<file path="src/evctr_pkg.sv">
// constants, field layouts and types shared by the event counter / divider channel
// Function
// - interrupt once per data value plus one edges
// - count register counts downward in event mode
// - start trigger loads count, reads back zero
// - at zero reload from data, raise interrupt
// - new data value used from next reload
// - start sets enable flag, then awaits edges
// - stop clears enable flag, count held
// - unit off: no writes; on: channels stopped
// - unit off resets every channel register
// - single edge: divide by twice data plus one
// - both edges: divide by data plus one
// - divider loads count at first valid edge
// - start behaviour bit gates first interrupt, toggle
// - divider toggles output and reloads at zero
// - output period jitters by one operation clock
// - edge field: fall, rise, both; 11 prohibited
// - count clock select picks input pin edges
// - operation clock field picks prescaler output
// - output level bit sets output pin level
package evctr_pkg;

    // ----------------------------------------------------------------
    // register byte offsets
    // ----------------------------------------------------------------
    localparam logic [7:0] OFS_UNIT     = 8'h00; // unit enable, noise filter
    localparam logic [7:0] OFS_PRESCALE = 8'h04; // prescaler_select_reg
    localparam logic [7:0] OFS_MODE     = 8'h08; // channel0_mode_config
    localparam logic [7:0] OFS_DATA     = 8'h0c; // data_register
    localparam logic [7:0] OFS_COUNT    = 8'h10; // count_register, read only
    localparam logic [7:0] OFS_TRIG     = 8'h14; // start / stop triggers
    localparam logic [7:0] OFS_STATUS   = 8'h18; // channel status
    localparam logic [7:0] OFS_OUTPUT   = 8'h1c; // output value/enable/level/mode

    // ----------------------------------------------------------------
    // field positions
    // ----------------------------------------------------------------
    localparam int UNIT_EN_BIT    = 0; // unit_enable_bit
    localparam int NOISE_FILT_BIT = 1; // noise_filter_enable
    localparam int TRIG_START_BIT = 0; // start_trigger_bit
    localparam int TRIG_STOP_BIT  = 1; // stop_trigger_bit
    localparam int STAT_EN_BIT    = 0; // enable_status_flag
    localparam int PRE_CK0_LSB    = 0; // prescaler_output_zero exponent
    localparam int PRE_CK1_LSB    = 4; // prescaler_output_one exponent
    localparam int PRE_W          = 4; // width of each exponent field

    // ----------------------------------------------------------------
    // reset values and masks
    // ----------------------------------------------------------------
    localparam logic [15:0] MODE_RESET     = 16'h0000;
    localparam logic [15:0] MODE_WR_MASK   = 16'hdfcf; // reserved bits 13, 5, 4
    localparam logic [15:0] DATA_RESET     = 16'h0000;
    localparam logic [15:0] COUNT_RESET    = 16'h0000;
    localparam logic [7:0]  PRESCALE_RESET = 8'h00;
    localparam logic [3:0]  OUTPUT_RESET   = 4'h0;

    // ----------------------------------------------------------------
    // field codes
    // ----------------------------------------------------------------
    localparam logic [1:0] EDGE_FALL   = 2'h0;
    localparam logic [1:0] EDGE_RISE   = 2'h1;
    localparam logic [1:0] EDGE_BOTH   = 2'h2;
    localparam logic [1:0] OPCLK_CK0   = 2'h0;
    localparam logic [1:0] OPCLK_CK1   = 2'h2;
    localparam logic [2:0] MD_INTERVAL = 3'h0; // interval / divider
    localparam logic [2:0] MD_EVENT    = 3'h3; // external event counter

    // ----------------------------------------------------------------
    // types
    // ----------------------------------------------------------------
    typedef struct packed {
        logic [1:0] op_clock;        // operation_clock_field
        logic       rsv13;           // reserved
        logic       count_clock;     // count_clock_select
        logic       master;          // slave_master_select
        logic [2:0] start_source;    // start_source_field
        logic [1:0] edge_sel;        // edge_select_field
        logic [1:0] rsv54;           // reserved
        logic [2:0] mode;            // operation mode
        logic       start_behaviour; // start_behaviour_bit
    } mode_cfg_t;

    typedef struct packed {
        logic out_mode;   // output_mode_bit
        logic out_level;  // output_level_bit
        logic out_enable; // output_enable_bit
        logic out_value;  // timer output value
    } out_ctl_t;

    typedef enum logic [1:0] {
        ST_IDLE       = 2'b00, // stopped
        ST_WAIT_FIRST = 2'b01, // started, load at first count clock
        ST_COUNT      = 2'b11  // counting down
    } chan_state_t;

endpackage

</file>
<file path="src/evctr_channel.sv">
// timer channel: external event counter and channel 0 frequency divider, APB slave
//
// Local design decisions: register access over APB and the address map.
`timescale 1ns/1ps
module evctr_channel (
    input  wire logic        CLK,               // 20 MHz system clock
    input  wire logic        RSTN,              // async reset, active low
    input  wire logic        PSEL,              // APB select
    input  wire logic        PENABLE,           // APB access phase
    input  wire logic        PWRITE,            // APB direction
    input  wire logic [7:0]  PADDR,             // APB byte address
    input  wire logic [31:0] PWDATA,            // APB write data
    output logic      [31:0] PRDATA,            // APB read data
    output logic             PREADY,            // APB ready
    output logic             PSLVERR,           // APB error, unmapped address
    input  wire logic        TIMER_INPUT_PIN,   // external edge source
    output logic             TIMER_OUTPUT_PIN,  // divided / toggled output
    output logic             CHANNEL_INTERRUPT  // one-cycle interrupt pulse
);
    import evctr_pkg::*;

    // ----------------------------------------------------------------
    // declarations
    // ----------------------------------------------------------------
    logic        unit_en;      // unit_enable_bit
    logic        noise_filt;   // noise_filter_enable, stored only
    logic [7:0]  prescale;     // prescaler_select_reg
    mode_cfg_t   cfg;          // channel0_mode_config
    logic [15:0] data_reg;     // data_register
    logic [15:0] count;        // count_register
    out_ctl_t    outc;         // output control bits
    chan_state_t state;        // channel state
    logic [15:0] pre_cnt;      // free-running prescaler
    logic        ck0_tick;     // prescaler_output_zero tick
    logic        ck1_tick;     // prescaler_output_one tick
    logic        op_tick;      // selected operation clock tick
    logic        edge_hit;     // valid input edge
    logic        cnt_evt;      // count clock event
    logic        access;       // APB access phase waiting for ready
    logic        wr_fire;      // write takes effect this edge
    logic        wr_ok;        // write allowed while unit powered
    logic        addr_hit;     // address is mapped
    logic [31:0] rd_mux;       // read data selected by address
    logic        start_req;    // start trigger written
    logic        stop_req;     // stop trigger written
    chan_state_t next_state;   // next channel state
    logic [15:0] next_count;   // next counter value
    logic        next_irq;     // interrupt this cycle
    logic        next_toggle;  // output toggle this cycle

    // ----------------------------------------------------------------
    // APB handshake: one wait state, answer registered
    // ----------------------------------------------------------------
    assign access  = PSEL & PENABLE & ~PREADY;
    assign wr_fire = PSEL & PENABLE & PREADY & PWRITE;
    // writes outside the unit enable register are dropped while off
    assign wr_ok   = wr_fire & unit_en;

    // address decode and read data
    always_comb begin
        addr_hit = 1'b1;
        rd_mux   = 32'h0000_0000;
        unique case (PADDR)
            OFS_UNIT:     rd_mux = {30'h0, noise_filt, unit_en};
            OFS_PRESCALE: rd_mux = {24'h0, prescale};
            OFS_MODE:     rd_mux = {16'h0, cfg};
            OFS_DATA:     rd_mux = {16'h0, data_reg};
            OFS_COUNT:    rd_mux = {16'h0, count};     // readable at any time
            OFS_TRIG:     rd_mux = 32'h0000_0000;      // triggers read zero
            OFS_STATUS:   rd_mux = {31'h0, state != ST_IDLE};
            OFS_OUTPUT:   rd_mux = {28'h0, outc};
            default:      addr_hit = 1'b0;
        endcase
    end

    // ready rises one cycle into the access phase
    always_ff @(posedge CLK or negedge RSTN) begin
        if (!RSTN) begin
            PREADY <= 1'b0;
        end else begin
            PREADY <= access;
        end
    end

    // read data and error captured alongside ready
    always_ff @(posedge CLK or negedge RSTN) begin
        if (!RSTN) begin
            PRDATA  <= 32'h0000_0000;
            PSLVERR <= 1'b0;
        end else if (access) begin
            PRDATA  <= PWRITE ? 32'h0000_0000 : rd_mux;
            PSLVERR <= ~addr_hit;
        end else begin
            PRDATA  <= 32'h0000_0000;
            PSLVERR <= 1'b0;
        end
    end

    // ----------------------------------------------------------------
    // unit enable: the only register writable while the unit is off
    // ----------------------------------------------------------------
    always_ff @(posedge CLK or negedge RSTN) begin
        if (!RSTN) begin
            unit_en    <= 1'b0;
            noise_filt <= 1'b0;
        end else if (wr_fire && PADDR == OFS_UNIT) begin
            unit_en    <= PWDATA[UNIT_EN_BIT];
            noise_filt <= PWDATA[NOISE_FILT_BIT];
        end
    end

    // ----------------------------------------------------------------
    // configuration registers, cleared while the unit is off
    // ----------------------------------------------------------------
    always_ff @(posedge CLK or negedge RSTN) begin
        if (!RSTN) begin
            prescale <= PRESCALE_RESET;
            cfg      <= MODE_RESET;
            data_reg <= DATA_RESET;
        end else if (!unit_en) begin
            prescale <= PRESCALE_RESET;
            cfg      <= MODE_RESET;
            data_reg <= DATA_RESET;
        end else if (wr_ok) begin
            // data may change at any time; the counter only sees it when it loads at start or first count clock, or reloads
            if (PADDR == OFS_PRESCALE) prescale <= PWDATA[7:0];
            if (PADDR == OFS_MODE)     cfg      <= PWDATA[15:0] & MODE_WR_MASK;
            if (PADDR == OFS_DATA)     data_reg <= PWDATA[15:0];
        end
    end

    // ----------------------------------------------------------------
    // prescaler and operation clock select
    // ----------------------------------------------------------------
    // a tick every 2^n system clocks, n taken from the exponent field
    function automatic logic tick_at(input logic [15:0] cnt, input logic [3:0] expo);
        logic [15:0] mask;
        mask    = 16'((17'h1 << expo) - 17'h1);
        tick_at = (cnt & mask) == mask;
    endfunction

    always_ff @(posedge CLK or negedge RSTN) begin
        if (!RSTN) begin
            pre_cnt <= 16'h0000;
        end else if (!unit_en) begin
            pre_cnt <= 16'h0000; // clock of the unit stands still
        end else begin
            pre_cnt <= pre_cnt + 16'h0001;
        end
    end

    assign ck0_tick = unit_en & tick_at(pre_cnt, prescale[PRE_CK0_LSB +: PRE_W]);
    assign ck1_tick = unit_en & tick_at(pre_cnt, prescale[PRE_CK1_LSB +: PRE_W]);
    // codes other than CK1 fall back on CK0
    assign op_tick  = (cfg.op_clock == OPCLK_CK1) ? ck1_tick : ck0_tick;

    // ----------------------------------------------------------------
    // input pin edge sensing
    // ----------------------------------------------------------------
    evctr_edge_sense u_edge (
        .CLK      (CLK),
        .RSTN     (RSTN),
        .CLR      (~unit_en),
        .PIN      (TIMER_INPUT_PIN),
        .TICK     (op_tick),
        .SEL      (cfg.edge_sel),
        .EDGE_HIT (edge_hit)
    );

    // counting source: pin edges or the operation clock itself
    assign cnt_evt = cfg.count_clock ? edge_hit : op_tick;

    // ----------------------------------------------------------------
    // triggers: self-clearing, never stored
    // ----------------------------------------------------------------
    assign start_req = wr_ok && PADDR == OFS_TRIG && PWDATA[TRIG_START_BIT];
    assign stop_req  = wr_ok && PADDR == OFS_TRIG && PWDATA[TRIG_STOP_BIT];

    // ----------------------------------------------------------------
    // channel sequencing
    // ----------------------------------------------------------------
    always_comb begin
        next_state  = state;
        next_count  = count;
        next_irq    = 1'b0;
        next_toggle = 1'b0;
        if (stop_req) begin
            // stop wins over a start in the same write; count is held
            next_state = ST_IDLE;
        end else if (start_req) begin
            if (cfg.mode == MD_EVENT) begin
                next_state = ST_COUNT;
                next_count = data_reg;  // loaded at once, edges awaited
            end else begin
                next_state = ST_WAIT_FIRST;
            end
        end else begin
            unique case (state)
                ST_IDLE: begin
                    next_state = ST_IDLE;
                end
                ST_WAIT_FIRST: begin
                    if (cnt_evt) begin
                        next_state  = ST_COUNT;
                        next_count  = data_reg;
                        next_irq    = cfg.start_behaviour;
                        next_toggle = cfg.start_behaviour;
                    end
                end
                ST_COUNT: begin
                    if (cnt_evt) begin
                        if (count == 16'h0000) begin
                            // data+1 count clocks per period
                            next_count  = data_reg;
                            next_irq    = 1'b1;
                            next_toggle = 1'b1;
                        end else begin
                            next_count = count - 16'h0001;
                        end
                    end
                end
                default: begin
                    next_state = ST_IDLE; // illegal code recovers stopped
                end
            endcase
        end
    end

    always_ff @(posedge CLK or negedge RSTN) begin
        if (!RSTN) begin
            state             <= ST_IDLE;
            count             <= COUNT_RESET;
            CHANNEL_INTERRUPT <= 1'b0;
        end else if (!unit_en) begin
            state             <= ST_IDLE;
            count             <= COUNT_RESET;
            CHANNEL_INTERRUPT <= 1'b0;
        end else begin
            state             <= next_state;
            count             <= next_count;
            CHANNEL_INTERRUPT <= next_irq;
        end
    end

    // ----------------------------------------------------------------
    // output control and pin
    // ----------------------------------------------------------------
    // hardware toggles only when the output is enabled; software write wins
    always_ff @(posedge CLK or negedge RSTN) begin
        if (!RSTN) begin
            outc <= OUTPUT_RESET;
        end else if (!unit_en) begin
            outc <= OUTPUT_RESET;
        end else if (wr_ok && PADDR == OFS_OUTPUT) begin
            outc <= PWDATA[3:0];
        end else if (next_toggle && outc.out_enable) begin
            outc.out_value <= ~outc.out_value;
        end
    end

    // level bit chooses the driven polarity of the output value
    always_ff @(posedge CLK or negedge RSTN) begin
        if (!RSTN) begin
            TIMER_OUTPUT_PIN <= 1'b0;
        end else begin
            TIMER_OUTPUT_PIN <= outc.out_value ^ outc.out_level;
        end
    end
endmodule // evctr_channel

</file>
<file path="src/evctr_edge_sense.sv">
// input pin synchroniser and valid edge detector
`timescale 1ns/1ps
module evctr_edge_sense (
    input  wire logic       CLK,      // system clock
    input  wire logic       RSTN,     // async reset, active low
    input  wire logic       CLR,      // unit disabled: drop sampled state
    input  wire logic       PIN,      // raw timer_input_pin
    input  wire logic       TICK,     // operation clock tick
    input  wire logic [1:0] SEL,      // edge_select_field
    output logic            EDGE_HIT  // one-cycle valid edge pulse
);
    import evctr_pkg::*;

    logic sync1;   // first stage, read by sync2 only
    logic sync2;   // synchronised pin level
    logic sampled; // level seen at last operation clock tick
    logic rise;    // rising edge at this tick
    logic fall;    // falling edge at this tick

    // ----------------------------------------------------------------
    // two-stage synchroniser
    // ----------------------------------------------------------------
    always_ff @(posedge CLK or negedge RSTN) begin
        if (!RSTN) begin
            sync1 <= 1'b0;
            sync2 <= 1'b0;
        end else begin
            sync1 <= PIN;
            sync2 <= sync1;
        end
    end

    // ----------------------------------------------------------------
    // sampling on operation clock ticks; costs up to one tick of jitter
    // ----------------------------------------------------------------
    assign rise = TICK & sync2 & ~sampled;
    assign fall = TICK & ~sync2 & sampled;

    always_ff @(posedge CLK or negedge RSTN) begin
        if (!RSTN) begin
            sampled <= 1'b0;
        end else if (CLR) begin
            sampled <= sync2;
        end else if (TICK) begin
            sampled <= sync2;
        end
    end

    // ----------------------------------------------------------------
    // edge selection; prohibited code never fires
    // ----------------------------------------------------------------
    always_ff @(posedge CLK or negedge RSTN) begin
        if (!RSTN) begin
            EDGE_HIT <= 1'b0;
        end else if (CLR) begin
            EDGE_HIT <= 1'b0;
        end else begin
            unique case (SEL)
                EDGE_FALL: EDGE_HIT <= fall;
                EDGE_RISE: EDGE_HIT <= rise;
                EDGE_BOTH: EDGE_HIT <= rise | fall;
                default:   EDGE_HIT <= 1'b0;
            endcase
        end
    end

endmodule // evctr_edge_sense

</file>
<file path="config.mk">
export PLATFORM = sky130hd
export DESIGN_NAME = evctr_channel
export DESIGN_NICKNAME = d
export VERILOG_FILES = /design/src/evctr_pkg.sv /design/src/evctr_channel.sv /design/src/evctr_edge_sense.sv
export SDC_FILE = /design/constraint.sdc
export NUM_CORES = 1
export LEC_CHECK = 0
export BUFFER_PORTS_ARGS = -buffer_cell sky130_fd_sc_hd__clkbuf_2
export CORE_MARGIN = 5
export CORE_UTILIZATION = 45
export DETAILED_ROUTE_END_ITERATION = 8
export PLACE_DENSITY = 0.75
export SLEW_MARGIN = 30
export SYNTH_ARGS = -nofsm -noshare
export SYNTH_HDL_FRONTEND = slang
export SYNTH_SLANG_ARGS = --single-unit
export TNS_END_PERCENT = 5
</file>
<file path="constraint.sdc">
create_clock -name CLK -period 5.6 [get_ports CLK]
set_clock_uncertainty 0.15 [all_clocks]
set_input_delay 0.84 -clock CLK [delete_from_list [all_inputs] [get_ports CLK]]
set_output_delay 0.84 -clock CLK [all_outputs]
set_load 0.1 [all_outputs]
</file>
Word level (Yosys, flattened, before mapping) --
Index checks and enable logic that the tools add are counted.
Word-level totals: logic and storage cells 146, bits in writable memories 0, latch bits 0, register bits after elaboration 120, bits in read-only memories 0, bits of input ports 46, memories kept 0
Operators by class: magnitude comparators 0, div/mod/pow operators 0, reductions and logical operators 16, muxes and demuxes 46, shifts and indexed selects 2, $add $sub $neg 4, multipliers 0, bitwise operators 20, equality and inequality tests 29
Operators by type and width (count):
- $mux 16 | 14
- $pmux 16 s7 | 1
- $mux 32 | 2
- $sub 16x1->16 const B | 3
- $and 16x16->16 | 2
- $eq 16x16->1 | 2
- $eq 8x5->1 const B | 4
- $pmux 16 s2 | 1
- $shl 1x4->16 const A | 2
- $mux 8 | 3
- $add 16x1->16 const B | 1
- $eq 8x4->1 const B | 2
- $logic_not 16->1 | 1
- $mux 1 | 15
- $ne 2x1->1 const B | 6
- $ne 4x4->1 const B | 3
- $and 1x1->1 | 11
- $mux 2 | 5
- $eq 8x3->1 const B | 1
- $logic_not 8->1 | 1
- $reduce_and 2->1 | 4
- $reduce_or 8->1 | 1
- $eq 2x2->1 const B | 3
- $logic_and 1x1->1 | 6
- 18 further kinds | 23

Longest topological paths before layout --
depth after elaboration 15, depth in mapped cells 14, gate-level depth less buffers 11

Hierarchy --
Synthesis repeated with hierarchy kept, for this count alone.
Unflattened totals: cell total of the unflattened synthesis 677, area total of the unflattened synthesis 5781.8 µm²
Modules (own cells, without submodules):
- evctr_channel | cells each 667, area an instance 5629.1 µm², instances 1
- evctr_edge_sense | cells each 10, area an instance 152.6 µm², instances 1

Worst setup path after synthesis --
Ideal clock, no wire load.
kind reg-to-reg, start point register prescale[2], end point register count[10], data required time 5.332 ns, path buffers 3, arrival time 2.722 ns, period minus slack after synthesis 2.990 ns, stages on the path, launching flop included 15, setup slack 2.610 ns, cell sequence dfrtp_1 buf_4 nor2_1 nand3_1 ha_1 buf_6 or4b_1 a41o_1 o2111ai_2 nor4b_4 a211oi_4 o21ai_4 nand2_4 buf_8 o2bb2ai_2
On the way: word-level cells in the longest chain between the ends 9
Ends and longest elaborated chain:
- start: declaration | RTL line evctr_channel.sv:27 | logic [7:0] prescale;
- start signal: assignment | RTL line evctr_channel.sv:126 | if (PADDR == OFS_PRESCALE) prescale <= PWDATA[7:0];
- $shl 1x4->16 * | RTL line evctr_channel.sv:138 | mask = 16'((17'h1 << expo) - 17'h1);
- $sub 16x1->16 * | RTL line evctr_channel.sv:138
- $and 16x16->16 | RTL line evctr_channel.sv:139 | tick_at = (cnt & mask) == mask;
- $eq 16x16->1 * | RTL line evctr_channel.sv:139
- $and 1x1->1 * | RTL line evctr_channel.sv:152 | assign ck0_tick = unit_en & tick_at(pre_cnt, prescale[PRE_CK0_LSB +: PRE_W]);
- $mux 1 * | RTL line evctr_channel.sv:155 | assign op_tick = (cfg.op_clock == OPCLK_CK1) ? ck1_tick : ck0_tick;
- $mux 1 * | RTL line evctr_channel.sv:171 | assign cnt_evt = cfg.count_clock ? edge_hit : op_tick;
- $ne 4x4->1 (no line)
- $reduce_and 5->1 (no line) *
- end signal: assignment | RTL line evctr_channel.sv:240 | count <= next_count;
- end: declaration | RTL line evctr_channel.sv:30 | logic [15:0] count;
Mark *: on every way between the ends. The rest lies on a longest branch, timed or not. A chain may end at the register's enable or synchronous reset.

Worst setup path in the final report --
start point register prescale[7], end point register count[8]
On the way: word-level cells in the longest chain between the ends 9
Ends and longest elaborated chain:
- $shl 1x4->16 * | RTL line evctr_channel.sv:138
- $sub 16x1->16 * | RTL line evctr_channel.sv:138
- $and 16x16->16 | RTL line evctr_channel.sv:139
- $eq 16x16->1 * | RTL line evctr_channel.sv:139
- $and 1x1->1 * | RTL line evctr_channel.sv:153 | assign ck1_tick = unit_en & tick_at(pre_cnt, prescale[PRE_CK1_LSB +: PRE_W]);
- $mux 1 * | RTL line evctr_channel.sv:155
- $mux 1 * | RTL line evctr_channel.sv:171
- $ne 4x4->1 (no line)
- $reduce_and 5->1 (no line) *
Marked as above.

==> impl_metrics.ini <==
[pwr]
leakage_uw = 0.00268
switching_share_pct = 25.4
clkPwrFrac_pct = 44.5
p_sw_uw = 375
p_int_uw = 1100
p_per_area_nw_per_um2 = 233
pwr-share-comb_pct = 6.5
seq_power_share_pct = 49.0
ir_drop_mv = 0.226

[logic_synthesis]
synth-seq-cells = 100
synth_top_area_share_pct = 43.1
yosys-top-cells-area = dfrtp_1, a22o_1, nand2_1
synth_cells = 596
synth_cell_type_count = 77
postSynthAreaPerCell_um2 = 9.73
post-synth-top-area-cell = dfrtp_1
synthesis.area_um2 = 5800
synthArstFlopShare_pct = 100
synth_edf_count = 0
yosys_most_used_dff = dfrtp_1
yosys_warnings = 0
synth-seq-area-share_pct = 43.1
ys_top_cells_by_count = dfrtp_1, nand2_1, nor2_1
post-synth-top-count-cell = dfrtp_1

[worst_setup_path]
cp-end-kind = register
cp_slowest_cell = dfrtp_1
crit_chain = nor2_1 > nand3_1 > ha_1 > nor2_1 > a31oi_1 > o32ai_1 > nor4_2 > a211oi_4 > o21ai_4 > nand2_4 > o2bb2ai_1
cpPeakStageDelay_ns = 0.71
cp_max_fo = 18
worst-path-buf-inv = 0
path_delay_family = compound AO/OA/AOI/OAI gates
arrival_ns = 4.01
worstSetupPathType = register to register
cpMostUsedCell = nor2_1
cp.required_ns = 5.73
critPathLaunchType = register

[clock_tree]
clock_sinks = 100
cts_buffers = 9
cts.repair.resized = 0
cts_setup_buffers = 0
cts_root_buffer = clkbuf_16
h-tree-depth = 3
clk_latency_ns = 0.35
tritoncts = done
ctsHoldBuffers = 0
clk_pin_slew_ns = 0.07
clk_path_buf_depth = 2

[timing]
max_freq_mhz = 258
worstMarginPinSlew_ns = 0.771
drv_slew = 0
slew_headroom_pct = 48.6
rsz0062_at_grt = false
setup_viol = 0
hold_viol_final = 0
setup_ws_ns = 1.72
tns_ns = 0
fin_crit_sh_pct = 69.3
fin_crit_ns = 3.88

[final_layout]
drive_gt1_share_pct = 18.4
nFillCells = 1162
num_antenna_cells = 0
seq_area_um2 = 2500
final_util_pct = 50.3
syn2layout_area_growth_pct = 9.56
nets = 671
multi_input_area_um2 = 2990

[flow_run]
drv_cap = 0

[route]
via_per_inst = 5.98
avgRoutedWirePerCell_um = 18.5
postRouteAntennaNets = 0
drtIter0Drc = 524
post-route-drc-count = 0
via_count = 4767
firstDrtPassIters = 6
wirelength_mm = 14.7

[floorplanning]
core_area_um2 = 12600
design.die.area_um2 = 15300
rows = 41
fp.dieW_um = 124
die_y_um = 124
ios = 82
start_util_pct = 46.0

[global_route]
antenna_found_initial = 0
grt_pass1_vias = 4659
grt.total_usage_pct = 20.5
grt_pass1_wl_mm = 24.5
grt_start_max_net_pins = 62
grt-ovfl-total = 0

[placed_design]
place_hpwl_mm = 10.2
finalWeightedCongestion = 0.923
pre_cts_ws_ns = 1.85
port-buffer-count = 49

[min_path]
hold_path_class = register to register

[status]
status = completed
logic make-up (layout without fill, tap and decap cells):
family          after synthesis  in the layout  share of synthesized area, %
fa+ha+maj                     5              5                          1.08
other cells                   1             16                        0.0647
compound gates              163            163                          22.5
buf+inv                      68             82                          6.49
mux                           7              7                          1.49
simple gates                234            234                          22.5
xor+xnor                     18             18                          2.72
flops                       100            100                          43.1
metal layers:
layer  wire length, µm  global-route usage, %  up-vias  share of wire (%)
met1              6120                   27.6     2328                 42
met3               971                   4.48       29                6.6
met4               352                   7.27        0                2.4
li1                  -                      -     2212                  -
met5                 0                      0        -                  0
met2              7270                   32.8      198                 49
power groups by stage:
stage                     Clock, µW  Sequential, µW  Combinational, µW
after floorplan                   0             745               65.2
after global placement            0             739               94.6
after detailed placement          0             739               96.3
after CTS                       669             725               96.6
after global routing            698             725                103
final                           657             725               95.7
worst register-to-register path, cell delays in order (launching register included):
cell and delay (ns):
dfrtp_1 0.71, nor2_1 0.20, nand3_1 0.14, ha_1 0.43
nor2_1 0.18, a31oi_1 0.23, o32ai_1 0.11, nor4_2 0.45
a211oi_4 0.15, o21ai_4 0.56, nand2_4 0.29, o2bb2ai_1 0.21
cell type report:
cell class	count	area share (%)
multi-input cells	443	47.0
flip-flops and latches	100	39.4
repair buffers	55	4.61
clock buffers	10	3.76
well taps	172	3.39
clock inverters	6	1.18
inverters	11	0.650
path summary, 6_finish.rpt:
| path | slack [ns] | cells after the start | startpoint | end |
|---|---|---|---|---|
| worst max-delay path | 1.72 | 11 | prescale[7] | count[8] |
| worst min-delay path | 0.20 | 0 | u_edge.sync1 | u_edge.sync2 |
| worst max register to register | 1.72 | 11 | prescale[7] | count[8] |
| worst min register to register | 0.20 | 0 | u_edge.sync1 | u_edge.sync2 |
| max in group asynchronous | 3.85 | 2 | RSTN | data_reg[13] |
| min in group asynchronous | 0.30 | 1 | RSTN | pre_cnt[7] |
cells in the final DEF (no fill, tap or decap), types with 4 or more instances in the layout:
| cell | n |
|---|---|
| clkbuf_2 | 48 |
| o2bb2ai_2 | 10 |
| nor2_1 | 40 |
| a222oi_1 | 9 |
| inv_1 | 11 |
| a22o_1 | 27 |
| nand2b_1 | 12 |
| a21boi_0 | 10 |
| dfrtp_1 | 100 |
| and2_1 | 17 |
| nor3b_1 | 7 |
| o2bb2ai_1 | 6 |
| xnor2_1 | 15 |
| o21ai_1 | 8 |
| nand3_1 | 26 |
| nor2b_1 | 11 |
| clkbuf_16 | 9 |
| a31oi_1 | 7 |
| ha_1 | 5 |
| o21ai_0 | 17 |
| nor3_1 | 17 |
| conb_1 | 16 |
| nand4_1 | 7 |
| nor4_1 | 8 |
| and3_1 | 4 |
| a22oi_1 | 12 |
| nand2_1 | 52 |
| o21ai_2 | 6 |
| a21oi_1 | 25 |
| buf_4 | 7 |
stage by stage:
stage | total power [µW] | hold WS (ns) | instance area [µm²] | instances
5_1_grt | 1530 | 0.224 | 6350 | 797
3_5_place_dp | 835 | 0.187 | 6040 | 781
6_report | 1480 | 0.202 | 6350 | 797
4_1_cts | 1490 | 0.204 | 6350 | 797
2_1_floorplan | 810 | 0.181 | 5860 | 611
3_3_place_gp | 833 | 0.186 | 6030 | 781
Note: power is estimated with default switching activity, not from simulation.
